<file path="src/rcw_pkg.sv">
// constants and types for the receiver control warm-up sequencer
// Contract
// [RULE1] eight receiver control lines driven from programmable patterns
// [RULE2] each setting holds a host pattern and a host duration
// [RULE3] each setting holds a battery-low poll enable
// [RULE4] reset puts all control lines at high impedance
// [RULE5] lines stay undriven until force-drive or run bit set
// [RULE6] after run bit, lines driven with settings until next reset
// [RULE7] warm-up is at most six steps: off plus enabled settings
// [RULE8] warm-up starts 160 ms before symbol data is needed
// [RULE9] first step holds off pattern for the idle time
// [RULE10] first warm-up setting applied after idle, only if enabled
// [RULE11] later settings follow in order; stop at first disabled
// [RULE12] after warm-up apply 1600 or 3200 search setting by state
// [RULE13] host keeps idle plus used durations within 160 ms
// [RULE14] over-budget warm-up starts shutdown when 160 ms window ends
// [RULE15] shutdown applies enabled shutdown settings then off
// [RULE16] poll battery-low just before leaving a polled setting; code polls only on timer or window exit in warm-up and shutdown
// [RULE17] run cleared while on runs shutdown; finish before new warm-up
// [RULE18] reset aborts sequence, clears timer, lines to high impedance
// [RULE19] steps timed in own clock cycles; switch when count reached
package rcw_pkg;
  localparam int unsigned CLK_HZ        = 40_000_000;
  localparam int unsigned WINDOW_MS     = 160;
  localparam int unsigned WINDOW_CYCLES = CLK_HZ / 1000 * WINDOW_MS;
  localparam int unsigned DUR_W         = 24;
  localparam int unsigned NUM_SET       = 11;
  localparam int unsigned SET_W         = 4;
  localparam int unsigned ADDR_W        = 8;
  // setting indices
  localparam logic [3:0] SET_OFF   = 4'h0;
  localparam logic [3:0] SET_WU1   = 4'h1;
  localparam logic [3:0] SET_WU5   = 4'h5;
  localparam logic [3:0] SET_S1600 = 4'h6;
  localparam logic [3:0] SET_S3200 = 4'h7;
  localparam logic [3:0] SET_SD1   = 4'h8;
  localparam logic [3:0] SET_SD3   = 4'ha;
  // register map: index 0x00-0x0a pattern, 0x10-0x1a duration, 0x20-0x2a cfg
  localparam logic [7:0] ADR_PAT   = 8'h00;
  localparam logic [7:0] ADR_DUR   = 8'h10;
  localparam logic [7:0] ADR_CFG   = 8'h20;
  localparam logic [7:0] ADR_CTRL  = 8'h30;
  localparam logic [7:0] ADR_STAT  = 8'h31;
  localparam logic [7:0] ADR_IRQ_ST = 8'h32;
  localparam logic [7:0] ADR_IRQ_EN = 8'h33;
  localparam logic [7:0] ADR_IRQ_CLR = 8'h34;
  // field positions
  localparam int unsigned CFG_EN   = 0;
  localparam int unsigned CFG_POLL = 1;
  localparam int unsigned CTL_RUN  = 0;
  localparam int unsigned CTL_FRC  = 1;
  localparam int unsigned CTL_WARM = 2;
  localparam int unsigned CTL_R3200 = 3;
  // interrupt events
  localparam int unsigned IRQ_W       = 4;
  localparam int unsigned EV_SYNC     = 0;
  localparam int unsigned EV_OVERRUN  = 1;
  localparam int unsigned EV_OFF      = 2;
  localparam int unsigned EV_BATTERY_LOW_INPUT    = 3;
  typedef enum logic [2:0] {
    ST_IDLE, ST_WARM, ST_SYNC, ST_SHUT, ST_OFF
  } rcw_state_t;
endpackage

</file>
<file path="src/rcw_sequencer.sv">
// receiver control warm-up and shutdown sequencer with register port
//
// Decided for this implementation: the placing of the registers and the plain strobed port.
`timescale 1ns/1ps
module rcw_sequencer (
  input  wire logic        clk_sys,
  input  wire logic        rst_n,
  input  wire logic [7:0]  reg_addr,
  input  wire logic [31:0] reg_wdata,
  input  wire logic        reg_wr,
  input  wire logic        reg_rd,
  output logic [31:0]      reg_rdata,
  input  wire logic        battery_low_input,
  input  wire logic        rx_ctrl_lines_i,
  output logic [7:0]       rx_ctrl_lines_o,
  output logic [7:0]       rx_ctrl_lines_oe,
  output logic             symbol_window_open,
  output logic             irq
);
  logic [7:0]                   pat_q [rcw_pkg::NUM_SET];
  logic [rcw_pkg::DUR_W-1:0]    dur_q [rcw_pkg::NUM_SET];
  logic [1:0]                   cfg_q [rcw_pkg::NUM_SET];
  logic                         run_q;
  logic                         frc_q;
  logic                         warm_req_q;
  logic                         r3200_q;
  logic                         driven_q;
  logic                         battery_low_input_q;
  logic                         battery_low_input_ev_q;
  logic                         battery_low_input_seen_q;
  logic [rcw_pkg::IRQ_W-1:0]    irq_st_q;
  logic [rcw_pkg::IRQ_W-1:0]    irq_en_q;
  logic [rcw_pkg::IRQ_W-1:0]    ev;
  rcw_pkg::rcw_state_t          state_q;
  logic [3:0]                   cur_q;
  logic [3:0]                   nxt;
  logic                         tmr_load;
  logic                         tmr_done;
  logic [rcw_pkg::DUR_W-1:0]    tmr_lim;
  logic [23:0]                  win_q;
  logic                         win_end;
  logic                         battery_low_input_s;
  logic                         leave;
  logic                         sel;
  logic [3:0]                   idx;

  rcw_sync2 u_battery_low_input (
    .clk_sys (clk_sys),
    .rst_n   (rst_n),
    .din     (battery_low_input),
    .dout    (battery_low_input_s)
  );

  rcw_timer #(.W(rcw_pkg::DUR_W)) u_tmr (
    .clk_sys (clk_sys),
    .rst_n   (rst_n),
    .load    (tmr_load),
    .limit   (tmr_lim),
    .done    (tmr_done)
  );

  ////////////////////////////////////////////////////////////////////////////
  // register writes
  assign sel = reg_addr[3:0] < 4'(rcw_pkg::NUM_SET);
  assign idx = reg_addr[3:0];

  // [RULE2] pattern and duration store
  always_ff @(posedge clk_sys or negedge rst_n) begin
    if (!rst_n) begin
      for (int i = 0; i < rcw_pkg::NUM_SET; i++) begin
        pat_q[i] <= 8'h00;
        dur_q[i] <= 24'h000001;
        cfg_q[i] <= 2'h0;
      end
    end else if (reg_wr && sel) begin
      if (reg_addr[7:4] == rcw_pkg::ADR_PAT[7:4]) begin
        pat_q[idx] <= reg_wdata[7:0];
      end else if (reg_addr[7:4] == rcw_pkg::ADR_DUR[7:4]) begin
        dur_q[idx] <= reg_wdata[rcw_pkg::DUR_W-1:0];
      end else if (reg_addr[7:4] == rcw_pkg::ADR_CFG[7:4]) begin
        // [RULE3] per-setting poll enable
        cfg_q[idx] <= reg_wdata[1:0];
      end
    end
  end

  // warm request is a self-clearing command bit
  always_ff @(posedge clk_sys or negedge rst_n) begin
    if (!rst_n) begin
      run_q      <= 1'b0;
      frc_q      <= 1'b0;
      warm_req_q <= 1'b0;
      r3200_q    <= 1'b0;
    end else begin
      if (reg_wr && reg_addr == rcw_pkg::ADR_CTRL) begin
        run_q   <= reg_wdata[rcw_pkg::CTL_RUN];
        frc_q   <= reg_wdata[rcw_pkg::CTL_FRC];
        r3200_q <= reg_wdata[rcw_pkg::CTL_R3200];
      end
      if (reg_wr && reg_addr == rcw_pkg::ADR_CTRL && reg_wdata[rcw_pkg::CTL_WARM]) begin
        warm_req_q <= 1'b1;
      end else if (state_q == rcw_pkg::ST_IDLE || state_q == rcw_pkg::ST_OFF) begin
        if (run_q) begin
          warm_req_q <= 1'b0;
        end
      end
    end
  end

  ////////////////////////////////////////////////////////////////////////////
  // sequencer
  // [RULE11] next enabled warm-up setting, or search setting
  always_comb begin
    nxt = r3200_q ? rcw_pkg::SET_S3200 : rcw_pkg::SET_S1600;
    if (cur_q == rcw_pkg::SET_OFF) begin
      // [RULE10] first setting only if enabled
      if (cfg_q[rcw_pkg::SET_WU1][rcw_pkg::CFG_EN]) begin
        nxt = rcw_pkg::SET_WU1;
      end
    end else if (cur_q < rcw_pkg::SET_WU5 && cfg_q[cur_q + 4'h1][rcw_pkg::CFG_EN]) begin
      nxt = cur_q + 4'h1;
    end
  end

  // [RULE14] 160 ms window counter
  assign win_end = (state_q == rcw_pkg::ST_WARM) && (win_q == 24'(rcw_pkg::WINDOW_CYCLES - 1));
  // timer also reaches done in the other states, so leave is gated to warm-up and shutdown
  assign leave   = (state_q == rcw_pkg::ST_WARM || state_q == rcw_pkg::ST_SHUT) && (tmr_done || win_end);

  always_ff @(posedge clk_sys or negedge rst_n) begin
    if (!rst_n) begin
      win_q <= 24'h000000;
    end else if (state_q != rcw_pkg::ST_WARM) begin
      win_q <= 24'h000000;
    end else begin
      win_q <= win_q + 24'h000001;
    end
  end

  logic       step_load;
  logic [3:0] step_set;

  // [RULE18] reset aborts the sequence
  always_ff @(posedge clk_sys or negedge rst_n) begin
    if (!rst_n) begin
      state_q  <= rcw_pkg::ST_IDLE;
      cur_q    <= rcw_pkg::SET_OFF;
    end else begin
      case (state_q)
        rcw_pkg::ST_IDLE, rcw_pkg::ST_OFF: begin
          cur_q <= rcw_pkg::SET_OFF;
          // [RULE8] warm-up request marks 160 ms before data
          if (run_q && warm_req_q) begin
            // [RULE9] idle step on off pattern
            state_q <= rcw_pkg::ST_WARM;
          end
        end
        rcw_pkg::ST_WARM: begin
          // [RULE17] run cleared aborts into shutdown
          if (!run_q || win_end) begin
            state_q <= rcw_pkg::ST_SHUT;
            cur_q   <= cfg_q[rcw_pkg::SET_SD1][rcw_pkg::CFG_EN] ? rcw_pkg::SET_SD1 : rcw_pkg::SET_OFF;
            if (!cfg_q[rcw_pkg::SET_SD1][rcw_pkg::CFG_EN]) begin
              state_q <= rcw_pkg::ST_OFF;
            end
          end else if (tmr_done) begin
            // [RULE7] at most six steps
            cur_q <= nxt;
            if (nxt == rcw_pkg::SET_S1600 || nxt == rcw_pkg::SET_S3200) begin
              // [RULE12] search setting
              state_q <= rcw_pkg::ST_SYNC;
            end
          end
        end
        rcw_pkg::ST_SYNC: begin
          if (!run_q) begin
            state_q <= cfg_q[rcw_pkg::SET_SD1][rcw_pkg::CFG_EN] ? rcw_pkg::ST_SHUT : rcw_pkg::ST_OFF;
            cur_q   <= cfg_q[rcw_pkg::SET_SD1][rcw_pkg::CFG_EN] ? rcw_pkg::SET_SD1 : rcw_pkg::SET_OFF;
          end else begin
            cur_q <= r3200_q ? rcw_pkg::SET_S3200 : rcw_pkg::SET_S1600;
          end
        end
        default: begin
          // [RULE15] shutdown settings then off
          if (tmr_done) begin
            if (cur_q < rcw_pkg::SET_SD3 && cfg_q[cur_q + 4'h1][rcw_pkg::CFG_EN]) begin
              cur_q <= cur_q + 4'h1;
            end else begin
              cur_q   <= rcw_pkg::SET_OFF;
              state_q <= rcw_pkg::ST_OFF;
            end
          end
        end
      endcase
    end
  end

  // step timer restart on every setting change
  logic [3:0] cur_prev_q;
  logic       first_q;
  always_ff @(posedge clk_sys or negedge rst_n) begin
    if (!rst_n) begin
      cur_prev_q <= rcw_pkg::SET_OFF;
      first_q    <= 1'b0;
    end else begin
      cur_prev_q <= cur_q;
      first_q    <= (state_q == rcw_pkg::ST_IDLE || state_q == rcw_pkg::ST_OFF) && run_q && warm_req_q;
    end
  end

  // [RULE19] reload on warm-up start and on each setting change
  assign step_load = (cur_q != cur_prev_q);
  assign step_set  = cur_q;
  assign tmr_load  = first_q || step_load;
  assign tmr_lim   = dur_q[step_set];

  ////////////////////////////////////////////////////////////////////////////
  // outputs
  // [RULE16] battery poll before leaving a setting
  always_ff @(posedge clk_sys or negedge rst_n) begin
    if (!rst_n) begin
      battery_low_input_q      <= 1'b0;
      battery_low_input_ev_q   <= 1'b0;
      battery_low_input_seen_q <= 1'b0;
    end else begin
      battery_low_input_ev_q <= 1'b0;
      if (leave && cfg_q[cur_q][rcw_pkg::CFG_POLL]) begin
        // change only counts between two real reads
        battery_low_input_ev_q   <= battery_low_input_seen_q && (battery_low_input_s != battery_low_input_q);
        battery_low_input_q      <= battery_low_input_s;
        battery_low_input_seen_q <= 1'b1;
      end
    end
  end

  // [RULE5] drive once forced or running
  // [RULE6] driving holds until reset
  always_ff @(posedge clk_sys or negedge rst_n) begin
    if (!rst_n) begin
      driven_q <= 1'b0;
    end else if (run_q || frc_q) begin
      driven_q <= 1'b1;
    end
  end

  // [RULE4] undriven at reset
  // [RULE1] lines follow the active pattern
  always_ff @(posedge clk_sys or negedge rst_n) begin
    if (!rst_n) begin
      rx_ctrl_lines_o    <= 8'h00;
      rx_ctrl_lines_oe   <= 8'h00;
      symbol_window_open <= 1'b0;
    end else begin
      rx_ctrl_lines_o    <= pat_q[cur_q];
      rx_ctrl_lines_oe   <= {8{driven_q}};
      symbol_window_open <= (state_q == rcw_pkg::ST_SYNC);
    end
  end

  ////////////////////////////////////////////////////////////////////////////
  // interrupts and read port
  always_comb begin
    ev = '0;
    ev[rcw_pkg::EV_SYNC]    = (state_q == rcw_pkg::ST_WARM) && tmr_done && !win_end && run_q
                              && (nxt == rcw_pkg::SET_S1600 || nxt == rcw_pkg::SET_S3200);
    ev[rcw_pkg::EV_OVERRUN] = win_end;
    ev[rcw_pkg::EV_OFF]     = (state_q == rcw_pkg::ST_SHUT) && (cur_q != rcw_pkg::SET_OFF) && tmr_done
                              && !(cur_q < rcw_pkg::SET_SD3 && cfg_q[cur_q + 4'h1][rcw_pkg::CFG_EN]);
    ev[rcw_pkg::EV_BATTERY_LOW_INPUT]   = battery_low_input_ev_q;
  end

  // set wins over clear
  always_ff @(posedge clk_sys or negedge rst_n) begin
    if (!rst_n) begin
      irq_st_q <= '0;
      irq_en_q <= '0;
      irq      <= 1'b0;
    end else begin
      if (reg_wr && reg_addr == rcw_pkg::ADR_IRQ_CLR) begin
        irq_st_q <= (irq_st_q & ~reg_wdata[rcw_pkg::IRQ_W-1:0]) | ev;
      end else begin
        irq_st_q <= irq_st_q | ev;
      end
      if (reg_wr && reg_addr == rcw_pkg::ADR_IRQ_EN) begin
        irq_en_q <= reg_wdata[rcw_pkg::IRQ_W-1:0];
      end
      irq <= |((irq_st_q | ev) & irq_en_q);
    end
  end

  always_ff @(posedge clk_sys or negedge rst_n) begin
    if (!rst_n) begin
      reg_rdata <= 32'h00000000;
    end else if (reg_rd) begin
      if (sel && reg_addr[7:4] == rcw_pkg::ADR_PAT[7:4]) begin
        reg_rdata <= {24'h000000, pat_q[idx]};
      end else if (sel && reg_addr[7:4] == rcw_pkg::ADR_DUR[7:4]) begin
        reg_rdata <= {8'h00, dur_q[idx]};
      end else if (sel && reg_addr[7:4] == rcw_pkg::ADR_CFG[7:4]) begin
        reg_rdata <= {30'h00000000, cfg_q[idx]};
      end else if (reg_addr == rcw_pkg::ADR_CTRL) begin
        reg_rdata <= {28'h0000000, r3200_q, warm_req_q, frc_q, run_q};
      end else if (reg_addr == rcw_pkg::ADR_STAT) begin
        reg_rdata <= {20'h00000, 3'(state_q), cur_q, battery_low_input_q, driven_q, rx_ctrl_lines_i, 2'h0};
      end else if (reg_addr == rcw_pkg::ADR_IRQ_ST) begin
        reg_rdata <= {28'h0000000, irq_st_q};
      end else if (reg_addr == rcw_pkg::ADR_IRQ_EN) begin
        reg_rdata <= {28'h0000000, irq_en_q};
      end else begin
        reg_rdata <= 32'h00000000;
      end
    end else begin
      reg_rdata <= 32'h00000000;
    end
  end
endmodule

</file>
<file path="src/rcw_sync2.sv">
// two-flip-flop synchroniser for a pin input
`timescale 1ns/1ps
module rcw_sync2 (
  input  wire logic clk_sys,
  input  wire logic rst_n,
  input  wire logic din,
  output logic      dout
);
  logic meta_q;
  always_ff @(posedge clk_sys or negedge rst_n) begin
    if (!rst_n) begin
      meta_q <= 1'b0;
      dout   <= 1'b0;
    end else begin
      meta_q <= din;
      dout   <= meta_q;
    end
  end
endmodule

</file>
<file path="src/rcw_timer.sv">
// step timer counting clock cycles against a programmed duration
`timescale 1ns/1ps
module rcw_timer #(
  parameter int unsigned W = 24
) (
  input  wire logic         clk_sys,
  input  wire logic         rst_n,
  input  wire logic         load,
  input  wire logic [W-1:0] limit,
  output logic              done
);
  logic [W-1:0] cnt_q;
  logic [W-1:0] lim_q;
  // [RULE19] count to limit
  assign done = !load && (cnt_q + W'(1) >= lim_q);
  always_ff @(posedge clk_sys or negedge rst_n) begin
    if (!rst_n) begin
      cnt_q <= '0;
      lim_q <= '0;
    end else if (load) begin
      // load comes one cycle into the step, so that cycle is counted
      cnt_q <= W'(1);
      lim_q <= limit;
    end else if (!done) begin
      cnt_q <= cnt_q + W'(1);
    end
  end
endmodule
</file>
<file path="config.mk">
export PLATFORM = sky130hd
export DESIGN_NAME = rcw_sequencer
export DESIGN_NICKNAME = d
export VERILOG_FILES = /design/src/rcw_pkg.sv /design/src/rcw_sequencer.sv /design/src/rcw_sync2.sv /design/src/rcw_timer.sv
export SDC_FILE = /design/constraint.sdc
export NUM_CORES = 1
export LEC_CHECK = 0
export ABC_CLOCK_PERIOD_IN_PS = 12300
export BUFFER_PORTS_ARGS = -buffer_cell sky130_fd_sc_hd__buf_2
export CAP_MARGIN = 20
export CORE_MARGIN = 8
export CORE_UTILIZATION = 30
export CTS_BUF_LIST = sky130_fd_sc_hd__clkbuf_8 sky130_fd_sc_hd__clkbuf_16
export CTS_CLUSTER_DIAMETER = 50
export DETAILED_ROUTE_END_ITERATION = 8
export PLACE_DENSITY = 0.55
export SKIP_LAST_GASP = 1
export SLEW_MARGIN = 20
export SYNTH_ARGS = -nofsm -noshare
export SYNTH_HDL_FRONTEND = slang
export SYNTH_SLANG_ARGS = --single-unit
export TNS_END_PERCENT = 5
</file>
<file path="constraint.sdc">
create_clock -name clk_sys -period 12.3 [get_ports clk_sys]
set_clock_uncertainty 0.2 [all_clocks]
set_input_delay 0.615 -clock clk_sys [delete_from_list [all_inputs] [get_ports clk_sys]]
set_output_delay 0.615 -clock clk_sys [all_outputs]
set_load 0.02 [all_outputs]
</file>
Yosys cells after proc, flatten, opt, wreduce, memory -nomap -nowiden
Index checks and enable logic that the tools add are counted.
{ "op_classes": {"multipliers": 0, "bitwise_logic": 10, "n_addsub": 3, "shifts": 0, "n_mux": 66, "eq_ne": 23, "n_lt_le_gt_ge": 8, "div": 0, "reduce_logical": 52} }
{ "ops": {"columns": ["cell", "n"], "rows": [
  ["$bwmux 264", 1],
  ["$mux 24", 10],
  ["$bmux 24 s4", 2],
  ["$demux 24 s4", 1],
  ["$bwmux 88", 1],
  ["$bmux 8 s4", 2],
  ["$add 24x1->24 const B", 2],
  ["$mux 4", 11],
  ["$eq 8x6->1 const B", 5],
  ["$mux 8", 5],
  ["$mux 12", 3],
  ["$demux 8 s4", 1],
  ["$mux 32", 1],
  ["$mux 3", 9],
  ["$logic_and 1x1->1", 26],
  ["$bmux 2 s4", 3],
  ["$eq 24x23->1 const B", 1],
  ["$ge 24x24->1", 1],
  ["$bwmux 22", 1],
  ["$ge 5x5->1 const B", 3],
  ["$not 4->5", 3],
  ["$pmux 4 s3", 1],
  ["$mux 2", 5],
  ["$pmux 3 s3", 1],
  ["other kinds (36)", 63]
]} }
{ "word_totals": {"rom_bits": 0, "memories": 0, "elab_cells": 219, "ff_bits": 519, "ramBits": 0, "out_inout_bits": 50, "latch_bits": 0} }

Depth between registers and ports, before layout
Gate-level depths: netlist of run 1.
{ "depth": {"word_depth": 14, "depth_mapped": 17} }

Modules after synthesis
From an unflattened synthesis of run 1, not the netlist that was laid out.
{ "unflattened": {"cells_unflattened": 2217, "hier_area_um2": 27352.5} }
{ "by_module_without_submodules": {"columns": ["mod", "n_inst", "area_per_inst_um2", "cells_each"], "rows": [
  ["rcw_sequencer", 1, 24343.3, 1890],
  ["rcw_timer", 1, 2959.1, 325],
  ["rcw_sync2", 1, 50.0, 2]
]} }

Worst setup path after synthesis of run 1
No wires, ideal clock.
{ "synth_path": {"kind": "reg2reg", "start": "register u_tmr.cnt_q[2]", "end": "register u_tmr.cnt_q[15]", "n_path_buf": 1, "path_stages_with_launch": 16, "arrival_ns": 3.547, "setup_slack_ns": 8.421, "required_ns": 11.968, "setup_time_ns": 0.132, "cell_sequence": "dfrtp_1 and3_1 nand3_1 nor4b_4 and4_1 and3_1 xor2_1 ha_1 nand4_1 inv_1 a221oi_1 a21boi_1 clkbuf_1 nand4_1 xor2_1 nor2_1"} }
{ "synth_via": {"elab_chain_cells": 4, "elab_cells_between_ends": 6, "cone_classes": "add/sub: 1; order compare: 1; eq/ne: 1; mux: 2; reduce/logical: 1"} }
{ "synth_rtl": {"columns": ["element", "line_no", "rtl"], "rows": [
  ["start: declaration", "rcw_timer.sv:12", "logic [W-1:0] cnt_q;"],
  ["start signal: assignment", "rcw_timer.sv:25", "cnt_q <= cnt_q + W'(1);"],
  ["$add 24x1->24 *", "rcw_timer.sv:15, rcw_timer.sv:25", null],
  ["$ge 24x24->1", "rcw_timer.sv:15", "assign done = !load && (cnt_q + W'(1) >= lim_q);"],
  ["$logic_and 1x1->1", "rcw_timer.sv:15", null],
  ["$ne 2x1->1 (no source line)", null, null]
]} }
Mark *: on every way between the ends. The rest lies on a longest branch, timed or not. The select of a mux whose other input is x is not followed.
A chain may end at the register's enable or synchronous reset.

Worst setup path in the final report of run 1
{ "layout_path": {"start": "register u_tmr.cnt_q[2]", "end": "register battery_low_input_q"} }
{ "layout_via": {"elab_chain_cells": 6} }
{ "layout_rtl": {"columns": ["element", "line_no", "rtl"], "rows": [
  ["$add 24x1->24", "rcw_timer.sv:15", null],
  ["$ge 24x24->1", "rcw_timer.sv:15", null],
  ["$logic_and 1x1->1", "rcw_timer.sv:15", null],
  ["$logic_or 1x1->1", "rcw_sequencer.sv:128", "assign leave = (state_q == rcw_pkg::ST_WARM || state_q == rcw_pkg::ST_SHUT) && (tmr_done || win_end);"],
  ["$logic_and 1x1->1", "rcw_sequencer.sv:128", null],
  ["$logic_and 1x1->1", "rcw_sequencer.sv:227", "if (leave && cfg_q[cur_q][rcw_pkg::CFG_POLL]) begin"],
  ["end signal: assignment", "rcw_sequencer.sv:230", "battery_low_input_q <= battery_low_input_s;"],
  ["end: declaration", "rcw_sequencer.sv:28", "logic battery_low_input_q;"]
]} }
Every way passes these cells.

==> results of run 1 <==
[per-stage QoR]
step	std cells	cell area (sq um)	hold slack, ps
after floorplan	2142	27000	119
after global placement	3251	28400	148
after detailed placement	3251	28400	152
after CTS	3369	30600	106
after global routing	3370	30600	135
final	3374	30600	146
[kinds of logic (layout without fill, tap and decap cells)]
logic type	after synthesis	in the layout
DFF	511	511
buffers and inverters	219	271
AOI/OAI and AO/OA	261	261
adders and majority gates	28	28
and+or+nand+nor	386	386
xor gates and xnor gates	74	74
other	1	12
muxes	655	655
[power breakdown]
group	total, W	internal [W]	switching [W]	leakage (nW)
Sequential	0.00191	0.00179	0.000128	6.99
Clock	0.00188	0.00111	0.000774	1.08
Combinational	0.000932	0.000367	0.000565	5.85
Total	0.00473	0.00326	0.00147	13.9
[flip-flops by register name (all words and copies together) (netlist names), 3 cells and up]
| register | count |
|---|---|
| cfg_q | 22 |
| u_tmr.cnt_q | 24 |
| irq_en_q | 4 |
| state_q | 3 |
| irq_st_q | 4 |
| cur_q | 4 |
| rx_ctrl_lines_o | 8 |
| cur_prev_q | 4 |
| u_tmr.lim_q | 24 |
| pat_q | 88 |
| win_q | 24 |
| reg_rdata | 24 |
| dur_q | 264 |
[area by class of cell]
type	count	area share, %
inverters	40	0.491
well taps	1176	4.81
multi-input cells	1412	43.5
clock buffers	67	5.30
diodes	4	0.0327
repair buffers	115	2.37
flip-flops and latches	511	41.9
clock inverters	49	1.64
[worst paths after layout]
kind / endpoint / start / cells past startpoint
min in group asynchronous: reg_rdata[18]$_DFF_PN0_ / rst_n / 2
max reg2reg: battery_low_input_q$_DFFE_PN0P_ / u_tmr.cnt_q[2]$_DFFE_PN0P_ / 16
min reg2reg: u_battery_low_input.dout$_DFF_PN0_ / u_battery_low_input.meta_q$_DFF_PN0_ / 0
max in group asynchronous: pat_q[78]$_DFFE_PN0P_ / rst_n / 5
max: battery_low_input_q$_DFFE_PN0P_ / u_tmr.cnt_q[2]$_DFFE_PN0P_ / 16
min: dur_q[87]$_DFFE_PN0P_ / reg_wdata[15] / 2
[placed cells by master, fill, tap and decap left out, types with 30 or more instances in the layout]
master,n
a21oi_1,89
buf_2,76
buf_4,32
clkbuf_16,62
dfrtp_1,496
inv_1,50
mux2_2,382
mux2i_1,136
mux4_2,136
nand2_1,81
nand3_1,30
nor2_1,170
o21a_1,30
o21ai_0,30
o22ai_1,30
xor2_1,53
[repair_timing]
item / CTS / global route
setup buffers: 0 / 0
gates resized for setup: 0 / 0
hold buffers: 2 / 0
endpoints found under the hold margin: 102 / 0
[synthesized netlist by cell type (40+ instances only)]
cell type and n:
mux2_2 382, buf_2 51, mux4_2 136, nand2_1 81, inv_1 40, xor2_1 53
mux2i_1 136, a21oi_1 89, nor2_1 172, dfrtp_1 500, clkbuf_1 91
[layer usage]
layer	up-vias	global-route usage, %	wire length [um]	share of wire [%]
li1	7855	-	-	-
met1	9241	19.2	32400	43
met2	443	25.7	37100	49
met3	162	2.50	3670	4.8
met4	6	5.48	2520	3.3
met5	-	0	33	0.044
==> metrics, run 1 <==
status completed; global-route wire length before repair 117,000 um; via-per-instance ratio 5.25; kind of cell adding the most delay to the critical path simple AND/OR/NAND/NOR gates; synth top area cells dfrtp_1 (46%), mux2_2 (16%), mux4_2 (11%), mux2i_1 (5.0%), nor2_1 (2.4%); R2R Setup Slk 7570 ps; io pins 96; Peak VDD IR 114 uV; simple-gate share of the synthesized area 6.74%; Final period util 38.4%; die area 99,900 sq um; Mapped Cells 2,135; worst min path class in2reg; Rel. slew slack 26.4%; Crit path largest cell delay 460 ps; Fmax 212 MHz; most used cell along the critical path nor2_1; CP endpoint kind flop; htree depth 2; Area Growth Syn to Fin 13.3%; Post-Synth Adder-Cell Area 1.30%; core box area 89,600 sq um; Yosys top cell by area dfrtp_1; Power Density 154 nW/um^2; filler cell count 8,723; TritonCTS buffer count 61; Reg area 12,800 sq um; # port buffers 79; Main synth FF type dfrtp_1; clock root buffer clkbuf_16; initial core utilization 30.1%; Util after Layout 34.2%; multiplexer share of the synthesized area 32.4%; max-slew violations 0; Die Ht 316 um; total congestion overflow 0; worst-skew pair later-pin latency 650 ps; RSZ-0062 raised after global routing false; sequential fraction of the synthesis area 47.4%; critical path class reg2reg; syn_area_per_cell 12.6 sq um; Crit-path slowest cell nor3_1; First-pass DRT Iterations 6; clock tree sinks 511; Synth Area in Compound Gates 6.20%; Worst Path Buf+Inv 0; Setup WS pre-CTS 7510 ps; Slew @ Worst Pin 1100 ps; Tmin final 4730 ps; setup tns final 0 ps; vias 17,707; post-synthesis register bit count 511; Netlist Area Pre-Place 27,000 sq um; EDFF count, synth 0; half-perimeter wire length after placement 45,900 um; leakage power total 13.9 nW; post-route setup slack 7570 ps; Final ANT Viol Nets 0; Setup Viol. Count Final 0; Arr. time, crit path 5040 ps; Die W 316 um; Final Hold Fails 0; Max Cap Violations 0; Total GRT Usage 15.1%; Worst setup SP type flop; Synth cell types 64; multi-input logic area 13,300 sq um; final net count 2,215; asr flop ratio synth 100%; Post-Synth XOR/XNOR Area 2.40%; largest family of logic cells by synthesized area multiplexers; RD Place Congestion 0.804; initial antenna violation count 6; Reg clk slew, reported paths 70 ps; CTS tree done; Bufs on Longest Clock Path 3; 1st-iter DRT viols 1,208; critical-path cell list and3_1 -> nand3_1 -> nor3_1 -> nand3_1 -> nor2_1 -> and3_1 -> xor2_1 -> ha_1 -> nand4_1 -> nor2_1 -> o2111ai_1 -> o211ai_1 -> a21boi_2 -> nor2_1 -> o211a_1 -> mux2_2; Synth top area share 46.3%; Worst Path Max Fanout 5; Tot Pwr 0.00473 W; layout cells sized above 1 35.5%; CP required 12,620 ps; Site Rows 110; pin count of the biggest net entering global routing 185; vias in the first global route 19,232; Routed WL per cell 22.4 um; Post-Route WL 75,700 um; Ys Warns 0; DRC 0
No activity file was read; power rests on OpenSTA's default activity.
==> run 2, diff against run 1 <==
Settings changed: ABC_CLOCK_PERIOD_IN_PS 12300 to 4700.
Clock period 12.3 ns to 4.7 ns, I/O delays scaled along.
==> run 2 against run 1 <==
Against the previous run:
- setup slack worse by 7200 ps
- combinational power increased to 2.7 times the previous value
- utilization up 0.34 points
- flip-flop and latch count unchanged
- largest cell class unchanged
==> metrics, run 2 (synthesis gave the netlist of run 1 again) <==
Max Cap Violations 0 (unchanged); Final period util 91.8% (+53 points); Post-Route WL 75,900 um (+0.29%); Tot Pwr 0.0123 W (+160%); Final Hold Fails 0 (unchanged); pin count of the biggest net entering global routing 120 (-35%); Routed WL per cell 22.3 um (-0.59%); Clock Power Share 38.6% (-1.2 points); Rel. slew slack 29.8% (+3.4 points); Bufs on Longest Clock Path 3 (unchanged); Die Ht 316 um (unchanged); Setup Viol. Count Final 0 (unchanged); Worst setup SP type flop; Power Density 397 nW/um^2 (+160%); worst min path class in2reg; Fmax 232 MHz (+9.5%); via-per-instance ratio 5.28 (+0.58%); Arr. time, crit path 4630 ps (-410 ps); htree depth 2 (unchanged); clock root buffer clkbuf_16; status completed; Crit path largest cell delay 430 ps (-30 ps); 1st-iter DRT viols 1,169 (-3.2%); die area 99,900 sq um (unchanged); Psw 0.00379 W (+160%); Peak VDD IR 239 uV (+110%); Reg clk slew, reported paths 60 ps (about the same); io pins 96 (unchanged); Seq pwr share 40.7% (+0.2 points); Slew @ Worst Pin 1050 ps (-50.4 ps); CP endpoint kind flop; Die W 316 um (unchanged); worst-skew pair later-pin latency 620 ps (-30 ps); # port buffers 79 (unchanged); layout cells sized above 1 35.2% (-0.21 points); clock tree sinks 511 (unchanged); hold_ws 31.1 ps (-115 ps); largest registers dur_q: 264 flops, pat_q: 88 flops; largest register by flop count dur_q; most frequent cells in the layout dfrtp_1 (496), mux2_2 (382), nor2_1 (169); half-perimeter wire length after placement 47,800 um (+4.3%); vias in the first global route 19,262 (+0.16%); Total GRT Usage 15.1% (about the same); CTS tree done; RSZ-0062 raised after global routing true; vias 17,968 (+1.5%); max-slew violations 0 (unchanged); number of flip-flops under the largest register name 264 (unchanged); Critical R2R Launch u_tmr.cnt_q[2]$_DFFE_PN0P_; crit path from u_tmr.cnt_q[2]$_DFFE_PN0P_; commonest non-fill, non-tap cell in the layout dfrtp_1; Hold Startpoint reg_wdata[6]; final net count 2,254 (+1.8%); Comb power frac 20.7% (+1.0 points); CP required 5010 ps (-7610 ps); # Post-CTS Setup Buffers 0 (unchanged); global-route wire length before repair 117,000 um (unchanged); core box area 89,600 sq um (unchanged); DRC 0 (unchanged); TritonCTS buffer count 59 (-3.3%); Tmin final 4310 ps (-412 ps); Final ANT Viol Nets 0 (unchanged); critical-path cell list and3_1 -> nand3_1 -> nor3_1 -> nand3_1 -> nor2_1 -> and3_1 -> xor2_1 -> ha_1 -> nand4_1 -> nor2_1 -> o2111ai_1 -> o211ai_1 -> a21oi_1 -> a32oi_2 -> o311ai_1 -> a22o_1; total congestion overflow 0 (unchanged); Site Rows 110 (unchanged); Pint 0.00849 W (+160%); First-pass DRT Iterations 6 (unchanged); leakage power total 14.1 nW (+1.3%); Sw Ratio 30.8% (-0.19 points); Area Growth Syn to Fin 14.5%; Worst Path Max Fanout 5 (unchanged); critical path class reg2reg; initial core utilization 30.1% (unchanged); initial antenna violation count 1 (-5); RD Place Congestion 0.816 (+1.6%); Crit-path slowest cell dfrtp_1
-- run 2: per-stage QoR --
| stage | cell area (sq um) | TNS, ps | std cells | utilization, % | setup WS [ps] |
|---|---|---|---|---|---|
| 6_report | 30900 | 0 | 3404 | 34.5 | 386 |
| 5_1_grt | 30900 | -17.7 | 3403 | 34.5 | -17.7 |
| 4_1_cts | 30900 | 0 | 3403 | 34.5 | 288 |
| 3_5_place_dp | 28600 | 0 | 3265 | 31.9 | 313 |
| 3_3_place_gp | 28600 | 0 | 3265 | 31.9 | 390 |
| 2_1_floorplan | 27000 | 0 | 2142 | - | 821 |
-- run 2: timing repair --
action / in CTS / in global routing
endpoints found under the hold margin: 366 / 0
setup endpoints to repair: 0 / 2
hold buffers: 30 / 0
resized for setup: 0 / 1
-- run 2: cell type report --
type / count / area, sq um
multi-input combinational: 1412 / 13300
inverter: 40 / 150
clock buffer: 70 / 1650
timing repair buffer: 156 / 1150
sequential: 511 / 12800
antenna: 1 / 2.50
tap: 1176 / 1470
clock inverter: 38 / 373
fill: 8668 / 58700
-- run 2: per-layer routing --
metal	routed length, um	vias to the layer above	track usage (%)
met1	33200	9420	19.6
met5	0	-	0
met2	37500	490	25.9
met3	3140	146	2.06
met4	2110	0	4.78
li1	-	7912	-
-- run 2: worst max-delay path, delay by kind of cell, from the launching register on --
family | cells | cell delay (ps)
and+or+nand+nor | 8 | 1750
AOI/OAI and AO/OA | 6 | 1460
DFF | 1 | 430
adders and majority gates | 1 | 290
xor gates and xnor gates | 1 | 70
-- run 2: path summary, 6_finish.rpt --
kind / end / slack (ps) / cells after the start
worst max-delay path: state_q[0]$_DFFE_PN0P_ / 390 / 16
worst min-delay path: pat_q[86]$_DFFE_PN0P_ / 30 / 2
worst max register to register: state_q[0]$_DFFE_PN0P_ / 390 / 16
worst min register to register: u_battery_low_input.dout$_DFF_PN0_ / 150 / 0
max in group asynchronous: pat_q[63]$_DFFE_PN0P_ / 2920 / 3
min in group asynchronous: dur_q[139]$_DFFE_PN0P_ / 110 / 2
-- run 2: power by group through the flow --
stage               Clock, W  Combinational (W)  Sequential (W)
floorplan                  0            0.00186         0.00488
global placement           0            0.00250         0.00505
detailed placement         0            0.00254         0.00507
CTS                  0.00488            0.00257         0.00499
global route         0.00505            0.00277         0.00503
finish               0.00474            0.00254         0.00499
